### config.mk
export PLATFORM = sky130hd
export DESIGN_NAME = ddcp_port
export DESIGN_NICKNAME = d
export VERILOG_FILES = /design/src/ddcp_pkg.sv /design/src/ddcp_sync_if.sv /design/src/ddcp_in_sync.sv /design/src/ddcp_port.sv /design/src/ddcp_rwc_cmp.sv
export VERILOG_INCLUDE_DIRS = /design/src
export SDC_FILE = /design/constraint.sdc
export NUM_CORES = 1
export LEC_CHECK = 0
export BUFFER_PORTS_ARGS = -buffer_cell sky130_fd_sc_hd__clkbuf_2
export CORE_MARGIN = 2
export CORE_UTILIZATION = 55
export CTS_BUF_LIST = sky130_fd_sc_hd__clkbuf_8
export CTS_CLUSTER_DIAMETER = 80
export DETAILED_ROUTE_END_ITERATION = 16
export PLACE_DENSITY = 0.78
export SYNTH_ARGS = -nofsm -noshare
export SYNTH_HDL_FRONTEND = slang
export SYNTH_SLANG_ARGS = --single-unit
### constraint.sdc
create_clock -name i_clk -period 2.88 [get_ports i_clk]
set_input_delay 0.864 -clock i_clk [delete_from_list [all_inputs] [get_ports i_clk]]
set_output_delay 0.864 -clock i_clk [all_outputs]
set_load 0.02 [all_outputs]
### src/ddcp_map.svh
// clock rate, timing counts and field widths for the drive control port
`ifndef DDCP_MAP_SVH
`define DDCP_MAP_SVH
`define DDCP_CLK_HZ 20000000
`define DDCP_STEP_PULSE_NS 8000
`define DDCP_STEP_PULSE_CYC ((`DDCP_STEP_PULSE_NS * 20 + 999) / 1000)
`define DDCP_SEL_SETTLE_CYC 16
`define DDCP_CYL_W 10
`define DDCP_HEAD_W 3
`define DDCP_IDX_CNT_W 8
`define DDCP_RWC_SCALE 2
`endif

### src/ddcp_pkg.sv
// types shared by the drive control port modules
package ddcp_pkg;
  typedef enum logic [2:0] {
    DDCP_IDLE = 3'b000,
    DDCP_STEP_HI = 3'b001,
    DDCP_STEP_LO = 3'b010,
    DDCP_SETTLE = 3'b011,
    DDCP_WRITE = 3'b100
  } ddcp_state_t;
endpackage

### src/ddcp_sync_if.sv
// synchronised drive status lines carried from the input stage
`timescale 1ns/1ps
interface ddcp_sync_if;
  logic seek_done;
  logic outer_track_flag;
  logic write_fault;
  logic unit_ready;
  logic index_pulse;
  modport src (output seek_done, output outer_track_flag, output write_fault,
    output unit_ready, output index_pulse);
  modport dst (input seek_done, input outer_track_flag, input write_fault,
    input unit_ready, input index_pulse);
endinterface
### src/ddcp_in_sync.sv
// two-flop synchronisers for the drive status inputs, index edge detect
`timescale 1ns/1ps
module ddcp_in_sync
  import ddcp_pkg::*;
(
  input wire logic i_clk,
  input wire logic i_nrst,
  input wire logic [4:0] i_raw,
  ddcp_sync_if.src o_sync
);
  typedef struct packed {
    logic [4:0] stage1;
    logic [4:0] stage2;
    logic idx_prev;
    logic idx_edge;
  } ddcp_sync_st_t;
  ddcp_sync_st_t st;
  ddcp_sync_st_t next_st;
  always_comb begin
    next_st = st;
    next_st.stage1 = i_raw;
    next_st.stage2 = st.stage1;
    next_st.idx_prev = st.stage2[4];
    next_st.idx_edge = st.stage2[4] & ~st.idx_prev;
  end
  always_ff @(posedge i_clk or negedge i_nrst) begin
    if (!i_nrst) begin
      st <= '0;
    end else begin
      st <= next_st;
    end
  end
  assign o_sync.seek_done = st.stage2[0];
  assign o_sync.outer_track_flag = st.stage2[1];
  assign o_sync.write_fault = st.stage2[2];
  assign o_sync.unit_ready = st.stage2[3];
  assign o_sync.index_pulse = st.idx_edge;
endmodule

### src/ddcp_port.sv
// drive control port: select, head, step, direction and write gate logic
`timescale 1ns/1ps
`include "ddcp_map.svh"
// What this block does
// - one shared set of control outputs feeds both drives and the unit picks choose the drive.
// - shrink_write_drive follows, one cycle late, whether the present cylinder is at or above four times the threshold.
// - the head number goes out as a 3-bit binary code on three head pick lines.
// - write gate is on only while valid data is being written.
// - write gate drops as soon as the synchronised write fault from the selected drive appears.
// - write gate stays off through power up and reset.
// - seek done from the drive ends positioning.
// - index pulses give the format start point and count as the retry timeout.
// - the heads move to the target cylinder by step pulses with a set direction.
// - step_inward high moves heads in, low moves them out.
// - unit pick 0 selects the first drive and unit pick 1 the second.
module ddcp_port
  import ddcp_pkg::*;
(
  input wire logic i_clk,
  input wire logic i_nrst,
  input wire logic i_unit,
  input wire logic [2:0] i_head,
  input wire logic [9:0] i_target_cyl,
  input wire logic i_seek_go,
  input wire logic i_recal_go,
  input wire logic [7:0] i_rwc_threshold,
  input wire logic i_write_req,
  input wire logic i_format_arm,
  input wire logic [7:0] i_retry_limit,
  input wire logic i_retry_start,
  input wire logic i_seek_done,
  input wire logic i_outer_track_flag,
  input wire logic i_write_fault,
  input wire logic i_unit_ready,
  input wire logic i_index,
  output logic o_unit_pick_0,
  output logic o_unit_pick_1,
  output logic o_head_pick_0,
  output logic o_head_pick_1,
  output logic o_head_pick_2,
  output logic o_step,
  output logic o_step_inward,
  output logic o_write_gate,
  output logic o_shrink_write_drive,
  output logic [9:0] o_present_cyl,
  output logic o_busy,
  output logic o_seek_ok,
  output logic o_fault,
  output logic o_ready,
  output logic o_outer_track,
  output logic o_format_start,
  output logic o_retry_timeout
);
  typedef struct packed {
    ddcp_state_t state;
    logic unit;
    logic [2:0] head;
    logic [9:0] cyl;
    logic [9:0] target;
    logic recal;
    logic step;
    logic inward;
    logic [7:0] tmr;
    logic wgate;
    logic seek_ok;
    logic fault;
    logic fmt_armed;
    logic fmt_start;
    logic [7:0] idx_cnt;
    logic retry_run;
    logic retry_to;
  } ddcp_port_st_t;

  ddcp_port_st_t st;
  ddcp_port_st_t next_st;
  ddcp_sync_if sync_bus ();
  logic rwc;

  ddcp_in_sync u_sync (
    .i_clk(i_clk),
    .i_nrst(i_nrst),
    .i_raw({i_index, i_unit_ready, i_write_fault, i_outer_track_flag, i_seek_done}),
    .o_sync(sync_bus.src)
  );

  ddcp_rwc_cmp u_rwc (
    .i_clk(i_clk),
    .i_nrst(i_nrst),
    .i_cyl(st.cyl),
    .i_threshold(i_rwc_threshold),
    .o_shrink(rwc)
  );

  function automatic logic [7:0] cyc8(input int n);
    cyc8 = (n > 255) ? 8'hFF : n[7:0];
  endfunction

  localparam logic [7:0] STEP_CYC = cyc8(`DDCP_STEP_PULSE_CYC);
  localparam logic [7:0] SETTLE_CYC = cyc8(`DDCP_SEL_SETTLE_CYC);

  always_comb begin
    next_st = st;
    next_st.fmt_start = 1'b0;
    case (st.state)
      DDCP_IDLE: begin
        // head and unit only follow the request while the port is idle, not during a seek or a write
        next_st.unit = i_unit;
        next_st.head = i_head;
        if (i_recal_go) begin
          next_st.recal = 1'b1;
          next_st.seek_ok = 1'b0;
          next_st.inward = 1'b0;
          next_st.state = DDCP_STEP_HI;
          next_st.tmr = STEP_CYC;
        end else if (i_seek_go) begin
          next_st.recal = 1'b0;
          next_st.target = i_target_cyl;
          next_st.seek_ok = 1'b0;
          if (i_target_cyl != st.cyl) begin
            next_st.inward = (i_target_cyl > st.cyl);
            next_st.state = DDCP_STEP_HI;
            next_st.tmr = STEP_CYC;
          end else begin
            next_st.state = DDCP_SETTLE;
            next_st.tmr = SETTLE_CYC;
          end
        end else if (i_write_req && sync_bus.unit_ready && !sync_bus.write_fault) begin
          next_st.fault = 1'b0;
          next_st.wgate = 1'b1;
          next_st.state = DDCP_WRITE;
        end
      end
      DDCP_STEP_HI: begin
        next_st.step = 1'b1;
        if (st.tmr == 8'h00) begin
          next_st.step = 1'b0;
          next_st.tmr = STEP_CYC;
          next_st.state = DDCP_STEP_LO;
          if (st.inward) begin
            next_st.cyl = st.cyl + 10'h001;
          end else if (st.cyl != 10'h000) begin
            next_st.cyl = st.cyl - 10'h001;
          end
        end else begin
          next_st.tmr = st.tmr - 8'h01;
        end
      end
      DDCP_STEP_LO: begin
        if (st.tmr != 8'h00) begin
          next_st.tmr = st.tmr - 8'h01;
        end else if (st.recal && sync_bus.outer_track_flag) begin
          next_st.cyl = 10'h000;
          next_st.state = DDCP_SETTLE;
          next_st.tmr = SETTLE_CYC;
        end else if (!st.recal && st.cyl == st.target) begin
          next_st.state = DDCP_SETTLE;
          next_st.tmr = SETTLE_CYC;
        end else begin
          next_st.state = DDCP_STEP_HI;
          next_st.tmr = STEP_CYC;
        end
      end
      DDCP_SETTLE: begin
        // wait out a short settle, then for the drive's own seek done
        if (st.tmr != 8'h00) begin
          next_st.tmr = st.tmr - 8'h01;
        end else if (sync_bus.seek_done) begin
          next_st.seek_ok = 1'b1;
          if (st.recal) begin
            next_st.cyl = 10'h000;
          end
          next_st.state = DDCP_IDLE;
        end
      end
      DDCP_WRITE: begin
        if (sync_bus.write_fault) begin
          next_st.wgate = 1'b0;
          next_st.fault = 1'b1;
          next_st.state = DDCP_IDLE;
        end else if (!i_write_req) begin
          next_st.wgate = 1'b0;
          next_st.state = DDCP_IDLE;
        end
      end
      default: begin
        next_st.state = DDCP_IDLE;
        next_st.wgate = 1'b0;
        next_st.step = 1'b0;
      end
    endcase
    // format start is the first index after arming
    if (i_format_arm) begin
      next_st.fmt_armed = 1'b1;
    end
    if ((st.fmt_armed || i_format_arm) && sync_bus.index_pulse) begin
      next_st.fmt_armed = 1'b0;
      next_st.fmt_start = 1'b1;
    end
    // retry timeout counts index pulses
    if (i_retry_start) begin
      next_st.retry_run = 1'b1;
      // a timeout landing on the restart cycle still shows, so it is never lost
      next_st.retry_to = st.retry_run && sync_bus.index_pulse &&
        (st.idx_cnt + 8'h01 >= i_retry_limit);
      next_st.idx_cnt = 8'h00;
    end else if (st.retry_run && sync_bus.index_pulse) begin
      next_st.idx_cnt = st.idx_cnt + 8'h01;
      if (st.idx_cnt + 8'h01 >= i_retry_limit) begin
        next_st.retry_run = 1'b0;
        next_st.retry_to = 1'b1;
      end
    end
  end

  always_ff @(posedge i_clk or negedge i_nrst) begin
    if (!i_nrst) begin
      st <= '0;
    end else begin
      st <= next_st;
    end
  end

  // the fault path is combinational so the gate drops in the same cycle
  // the synchronised fault appears, not one later
  assign o_write_gate = st.wgate & ~sync_bus.write_fault;
  assign o_unit_pick_0 = ~st.unit;
  assign o_unit_pick_1 = st.unit;
  assign o_head_pick_0 = st.head[0];
  assign o_head_pick_1 = st.head[1];
  assign o_head_pick_2 = st.head[2];
  assign o_step = st.step;
  assign o_step_inward = st.inward;
  assign o_shrink_write_drive = rwc;
  assign o_present_cyl = st.cyl;
  assign o_busy = (st.state != DDCP_IDLE);
  assign o_seek_ok = st.seek_ok;
  assign o_fault = st.fault;
  assign o_ready = sync_bus.unit_ready;
  assign o_outer_track = sync_bus.outer_track_flag;
  assign o_format_start = st.fmt_start;
  assign o_retry_timeout = st.retry_to;
endmodule

### src/ddcp_rwc_cmp.sv
// reduce-write-current threshold compare
`timescale 1ns/1ps
module ddcp_rwc_cmp
  import ddcp_pkg::*;
(
  input wire logic i_clk,
  input wire logic i_nrst,
  input wire logic [9:0] i_cyl,
  input wire logic [7:0] i_threshold,
  output logic o_shrink
);
  typedef struct packed {
    logic shrink;
  } ddcp_rwc_st_t;
  ddcp_rwc_st_t st;
  ddcp_rwc_st_t next_st;
  always_comb begin
    next_st = st;
    // threshold is programmed in units of four cylinders
    next_st.shrink = (i_cyl >= {i_threshold, 2'b00});
  end
  always_ff @(posedge i_clk or negedge i_nrst) begin
    if (!i_nrst) begin
      st <= '0;
    end else begin
      st <= next_st;
    end
  end
  assign o_shrink = st.shrink;
endmodule

==> results.cfg, run 1 <==
[power]
swShare = 0.2638
pwr-share-comb = 0.127
p_int_mw = 1.552
power_leakage_nw = 2.381
power.share.clock = 0.405
sequentialPowerShare = 0.468
switchingPower_mw = 0.5561
power_per_cell_area_nw_per_um2 = 443.5
ir_drop_uv = 334.2

[die]
die_h_um = 90.75
ioPinCount = 68
core_area_um2 = 7253
die_w_um = 90.75
die_area_um2 = 8236
initial_core_util = 0.5706
rows = 31

[synth]
ys_warn_count = 0
synth_cell_types = 62
syn_nets = 516
ys_seq_area_frac = 0.3990
synth_enable_flop_cells = 0
muxShareOfSynthArea = 0.02721
ys.flop_type = dfrtp_1
ys_seq_elements = 66
synth_compound_area_frac = 0.1738
synthAdderAreaFrac = 0.1167
synth_top_family_by_area = compound AO/OA/AOI/OAI gates
syn-instance-count = 436
syn-cell-area_um2 = 4139
yosys.area_share.simple = 0.1632
synth_area_per_cell_um2 = 9.493
async_reset_ff_frac = 1.000
synth-xor-area-share = 0.05713

[setup_path]
rrSetupSlack_ns = 0.37
r2r_cells = 8
cp.required_ns = 3.11
cp_max_fo = 6
r2r_start = o_present_cyl[6]$_DFFE_PN0P_
crit_path_end_kind = flip-flop
worst-setup-path-type = flip-flop to flip-flop
r2r_end = st[20]$_DFFE_PN0P_
cp-start-kind = flip-flop
worst_ep_arrival_time_ns = 2.75

[global_route]
grt_pass1_wl_um = 15660
grt_start_max_net_pins = 39
grt_pass1_vias = 3343
gr-total-overflow = 0
grtUsageTotal = 0.2361
antenna_found_initial = 0

[clock_tree]
postCtsHoldBufs = 0
clock-sinks = 66
clk-insertion-delay-late_ns = 0.35
cts_root_buf = clkbuf_8
cts_made_buffers = 9
tritoncts = built
cts_setup_buffers = 0
clk_pin_slew_worst_paths_ns = 0.08
cts_buffer_depth = 2
cts-resized-gates = 0
htreeDepth = 3

[sta]
finalSetupViolations = 0
rsz0062_at_grt = false
hold_viol = 0
tns_ns = 0
timing.hold.ws_ns = 0.3517
period_minus_slack_ns = 2.510
fin_skew_ns = 0.009906
tightest_slew_ns = 0.7652
post-route-period-util = 0.8717
slew_viol_final = 0
fmax_ghz = 0.3983
max_slew_margin = 0.4865

[final_layout]
final_net_count = 580
top_register = st
antenna_cells = 0
largest_register_ffs = 33
drive_gt1_frac = 0.2238
syn_to_final_growth_pct = 14.81

[route]
totalWireLength_um = 9367
drc = 0
wire_per_inst_um = 15.51
viasPerCell = 5.694
drt-initial-drc-count = 224
drt.antenna.violating_nets = 0
first_pass_iters = 5
vias = 3439

[placement]
portBuffers = 67
gp_congestion = 0.9032
dpl.hpwl_um = 7132

[min_path]
min_delay_worst_endpoint = u_sync.o_sync.seek_done$_DFF_PN0_
hold_class = flip-flop to flip-flop
hold_start = u_sync.next_st[2]$_DFF_PN0_
hold_depth = 0

[status]
status = completed

[flow_run]
drv_cap = 0
==> logic make-up after synthesis <==
| logic type | Yosys count |
|---|---|
| AO/OA/AOI/OAI | 105 |
| XOR/XNOR | 27 |
| adder cells (fa/ha/maj) | 38 |
| buffers and inverters | 56 |
| flip-flops | 66 |
| multiplexers | 10 |
| AND/OR/NAND/NOR | 134 |
==> critical path: stages, from the launching register on <==
cell	delay, ns
dfrtp_1	0.50
inv_1	0.13
ha_1	0.30
nand4_1	0.12
or3_1	0.41
o22a_1	0.22
a211oi_1	0.33
a21oi_1	0.14
o211a_1	0.24
==> cells in the mapped netlist (3+ instances only) <==
master	number	area, um2
nand4_1	3	18.77
clkbuf_1	5	18.77
ha_1	37	462.9
inv_1	35	131.4
nand2b_1	8	50.05
a31oi_1	5	31.28
o31ai_1	7	52.55
a21oi_1	17	85.08
xnor2_1	7	61.31
o21bai_1	3	22.52
nand2_1	43	161.4
or3_1	5	31.28
buf_2	4	20.02
mux2_2	10	112.6
nor4_1	6	37.54
dfrtp_1	66	1652
nor3_1	10	50.05
nor2b_1	7	43.79
a21o_1	7	52.55
a211oi_1	5	37.54
xor2_1	20	175.2
nand3_1	11	55.05
o21ai_0	29	145.1
nor2_1	26	97.59
o21a_1	4	30.03
buf_4	10	75.07
==> through the flow <==
| step | total power, mW | setup slack [ns] | util | instances | instance area (um2) |
|---|---|---|---|---|---|
| after floorplan | 1.171 | 0.3226 | - | 436 | 4139 |
| after global placement | 1.259 | 0.1456 | 0.6252 | 588 | 4534 |
| after detailed placement | 1.271 | 0.06962 | 0.6252 | 588 | 4534 |
| after CTS | 2.131 | 0.3968 | 0.6552 | 604 | 4752 |
| after global routing | 2.210 | 0.1498 | 0.6552 | 604 | 4752 |
| final | 2.108 | 0.3696 | 0.6552 | 604 | 4752 |
==> layout by cell type (no fill, tap or decap), types with 3 or more instances in the layout <==
cell	n
clkbuf_2	66
dfrtp_1	66
nand2_1	43
ha_1	37
inv_1	36
o21ai_0	29
nor2_1	26
xor2_1	20
a21oi_1	17
nand3_1	11
nor3_1	10
mux2_2	10
clkbuf_8	9
nand2b_1	8
xnor2_1	7
nor2b_1	7
o31ai_1	7
a21o_1	7
nor4_1	6
buf_4	6
a31oi_1	5
or3_1	5
a211oi_1	5
o21a_1	4
nand4_1	3
o21bai_1	3
==> metal layers <==
| layer | vias to the layer above | routed length [um] | GRT usage |
|---|---|---|---|
| li1 | 1663 | - | - |
| met4 | 0 | 111 | 0.08974 |
| met3 | 11 | 516 | 0.04174 |
| met1 | 1657 | 4165 | 0.3145 |
| met5 | - | 0 | 0 |
| met2 | 108 | 4574 | 0.3850 |
==> cell type report <==
class	instances	area [um2]
sequential	66	1652
clock inverter	7	93.84
fill	601	2501
clock buffer	9	123.9
multi-input combinational	314	2227
timing repair buffer	74	400.4
inverter	35	131.4
tap	99	123.9
==> power groups by stage <==
stage,registers (mW),logic [mW],clock network [mW]
after detailed placement,1.00,0.267,0
after global routing,0.989,0.305,0.916
final,0.986,0.267,0.855
after floorplan,0.998,0.173,0
after global placement,1.00,0.257,0
after CTS,0.986,0.269,0.876
==> worst max path at each step <==
| stage | from | endpoint | slack [ns] | depth (start not counted) |
|---|---|---|---|---|
| after floorplan | o_step_inward$_DFFE_PN0P_ | o_present_cyl[9]$_DFFE_PN0P_ | 0.32 | 8 |
| after CTS | o_present_cyl[6]$_DFFE_PN0P_ | st[20]$_DFFE_PN0P_ | 0.40 | 8 |
| final | o_present_cyl[6]$_DFFE_PN0P_ | st[20]$_DFFE_PN0P_ | 0.37 | 8 |
| after detailed placement | i_target_cyl[3] | st[20]$_DFFE_PN0P_ | 0.07 | 8 |
| after global placement | i_target_cyl[3] | st[20]$_DFFE_PN0P_ | 0.15 | 8 |
| after global routing | st[15]$_DFFE_PN0P_ | st[20]$_DFFE_PN0P_ | 0.15 | 8 |
No activity file was read; power rests on OpenSTA's default activity.
==> inputs of run 2 (changes only) <==
==> constraint.sdc (replaced) <==
create_clock -name i_clk -period 2.88 [get_ports i_clk]
set_input_delay 0.144 -clock i_clk [delete_from_list [all_inputs] [get_ports i_clk]]
set_output_delay 0.144 -clock i_clk [all_outputs]
set_load 0.02 [all_outputs]
==> run 2 against run 1 <==
  * Routed wire length down 1.3%
  * Via count up 1.5%
  * Setup slack better by 0.011 ns
  * Combinational power up 1%
  * Clock skew down 0.0041 ns
  * Clock-buffer cell count up 1
  * Sequential share of layout area down 0.064 points
  * Final cell count up 0.99%
  * Critical path depth unchanged
  * Flip-flop and latch count unchanged
  * Power down 9.4%
  * Sequential power about the same
  * Critical endpoint unchanged
==> results.cfg, run 2 (synthesis results as in run 1) <==
[setup_path]
cp.required_ns = 3.11
cp-start-kind = flip-flop
cp_max_fo = 6
worst_ep_arrival_time_ns = 2.73
crit_path_end_kind = flip-flop
worst-setup-path-type = flip-flop to flip-flop

[placement]
portBuffers = 67
dpl-instance-area_um2 = 4522
dpl.hpwl_um = 6985
gp_congestion = 0.8933
placed_cells = 588

[flow_run]
drv_cap = 0

[final_layout]
final_net_count = 588
drive_gt1_frac = 0.2172
top_register = st
largest_register_ffs = 33
antenna_cells = 0
final_cells = 610
n_fill_cell = 620
fin_area_um2 = 4761
mostFrequentLayoutCells = clkbuf_2, dfrtp_1, nand2_1
syn_to_final_growth_pct = 15.02

[sta]
hold_viol = 0
rsz0062_at_grt = false
max_slew_margin = 0.4483
finalSetupViolations = 0
fin_skew_ns = 0.005760
post-route-period-util = 0.8679
tns_ns = 0
fmax_ghz = 0.4001
tightest_slew_ns = 0.8275
period_minus_slack_ns = 2.499
slew_viol_final = 0

[clock_tree]
tritoncts = built
cts_made_buffers = 9
clock-sinks = 66
cts_root_buf = clkbuf_8
clk_pin_slew_worst_paths_ns = 0.07
htreeDepth = 3
cts_buffer_depth = 2
clk-insertion-delay-late_ns = 0.33
cts_setup_buffers = 0

[die]
core_area_um2 = 7253
rows = 31
die_h_um = 90.75
die_w_um = 90.75
die_area_um2 = 8236
ioPinCount = 68
initial_core_util = 0.5706

[route]
wire_per_inst_um = 15.16
drt.antenna.violating_nets = 0
first_pass_iters = 4
drt-initial-drc-count = 158
drc = 0
vias = 3490
viasPerCell = 5.721
totalWireLength_um = 9249

[power]
power_leakage_nw = 2.383
total_power_mw = 1.910
ir_drop_uv = 253.3
power_per_cell_area_nw_per_um2 = 401.3

[global_route]
grt_start_max_net_pins = 37
grt_pass1_vias = 3447
antenna_found_initial = 0
grt_pass1_wl_um = 15610
grtUsageTotal = 0.2358
gr-total-overflow = 0

[min_path]
hold_class = primary input to flip-flop

[status]
status = completed
run 2: changes by cell type in the layout (fill, tap and decap cells not counted), sizes merged:
cell / previous run / this run
bufinv: 2 / 0
dlygate4sd3: 0 / 8
inv: 37 / 36
clkbuf: 75 / 76
run 2: report_power, final:
part	leakage, nW	switching (mW)	internal (mW)	total [mW]
sequential	0.819	0.0331	0.953	0.986
clock	0.0852	0.333	0.320	0.653
combinational	1.48	0.154	0.117	0.271
run 2: what timing repair did:
item                      CTS  global route
hold buffers                8             0
hold endpoints to repair   41             0
gates resized for setup     0             0
run 2: through the flow:
stage | hold WS, ns | worst slack (ns) | utilization
floorplan | -0.1516 | 0.3226 | -
global placement | 0.2517 | 0.4764 | 0.6234
detailed placement | 0.2541 | 0.3888 | 0.6234
CTS | 0.004078 | 0.3854 | 0.6564
global route | 0.02561 | 0.2464 | 0.6564
finish | 0.02407 | 0.3805 | 0.6564
run 2: cell type report:
class	instances	area, um2	area share
flip-flops and latches	66	1652	0.3469
well taps	99	123.9	0.02602
clock inverters	4	21.27	0.004468
clock buffers	10	137.6	0.02891
inverters	35	131.4	0.02760
multi-input cells	314	2227	0.4678
repair buffers	82	467.9	0.09829
run 2: worst max-delay path: stages, from the launching register on:
cell and delay, ns:
dfrtp_1 0.48, inv_1 0.11, ha_1 0.31, nand4_1 0.12, or3_1 0.47, o22a_1 0.25, a211oi_1 0.32, a21oi_1 0.12
o211a_1 0.21
run 2: worst paths after layout:
path | to | from | cells past startpoint | slack, ns
min in group asynchronous | st[4]$_DFFE_PN0P_ | i_nrst | 2 | 0.45
setup reg to reg | st[20]$_DFFE_PN0P_ | o_present_cyl[8]$_DFFE_PN0P_ | 8 | 0.38
hold / removal | o_head_pick_1$_DFFE_PN0P_ | i_head[1] | 3 | 0.02
hold reg to reg | u_sync.o_sync.write_fault$_DFF_PN0_ | u_sync.next_st[4]$_DFF_PN0_ | 0 | 0.35
max in group asynchronous | o_present_cyl[8]$_DFFE_PN0P_ | i_nrst | 3 | 1.70
setup / recovery | st[20]$_DFFE_PN0P_ | o_present_cyl[8]$_DFFE_PN0P_ | 8 | 0.38
run 2: routing by layer:
metal / track usage / wire length, um / share of wire
met2: 0.3868 / 4429 / 0.48
met5: 0 / 0 / 0
met3: 0.05342 / 571 / 0.062
met1: 0.3037 / 4036 / 0.44
met4: 0.09103 / 212 / 0.023
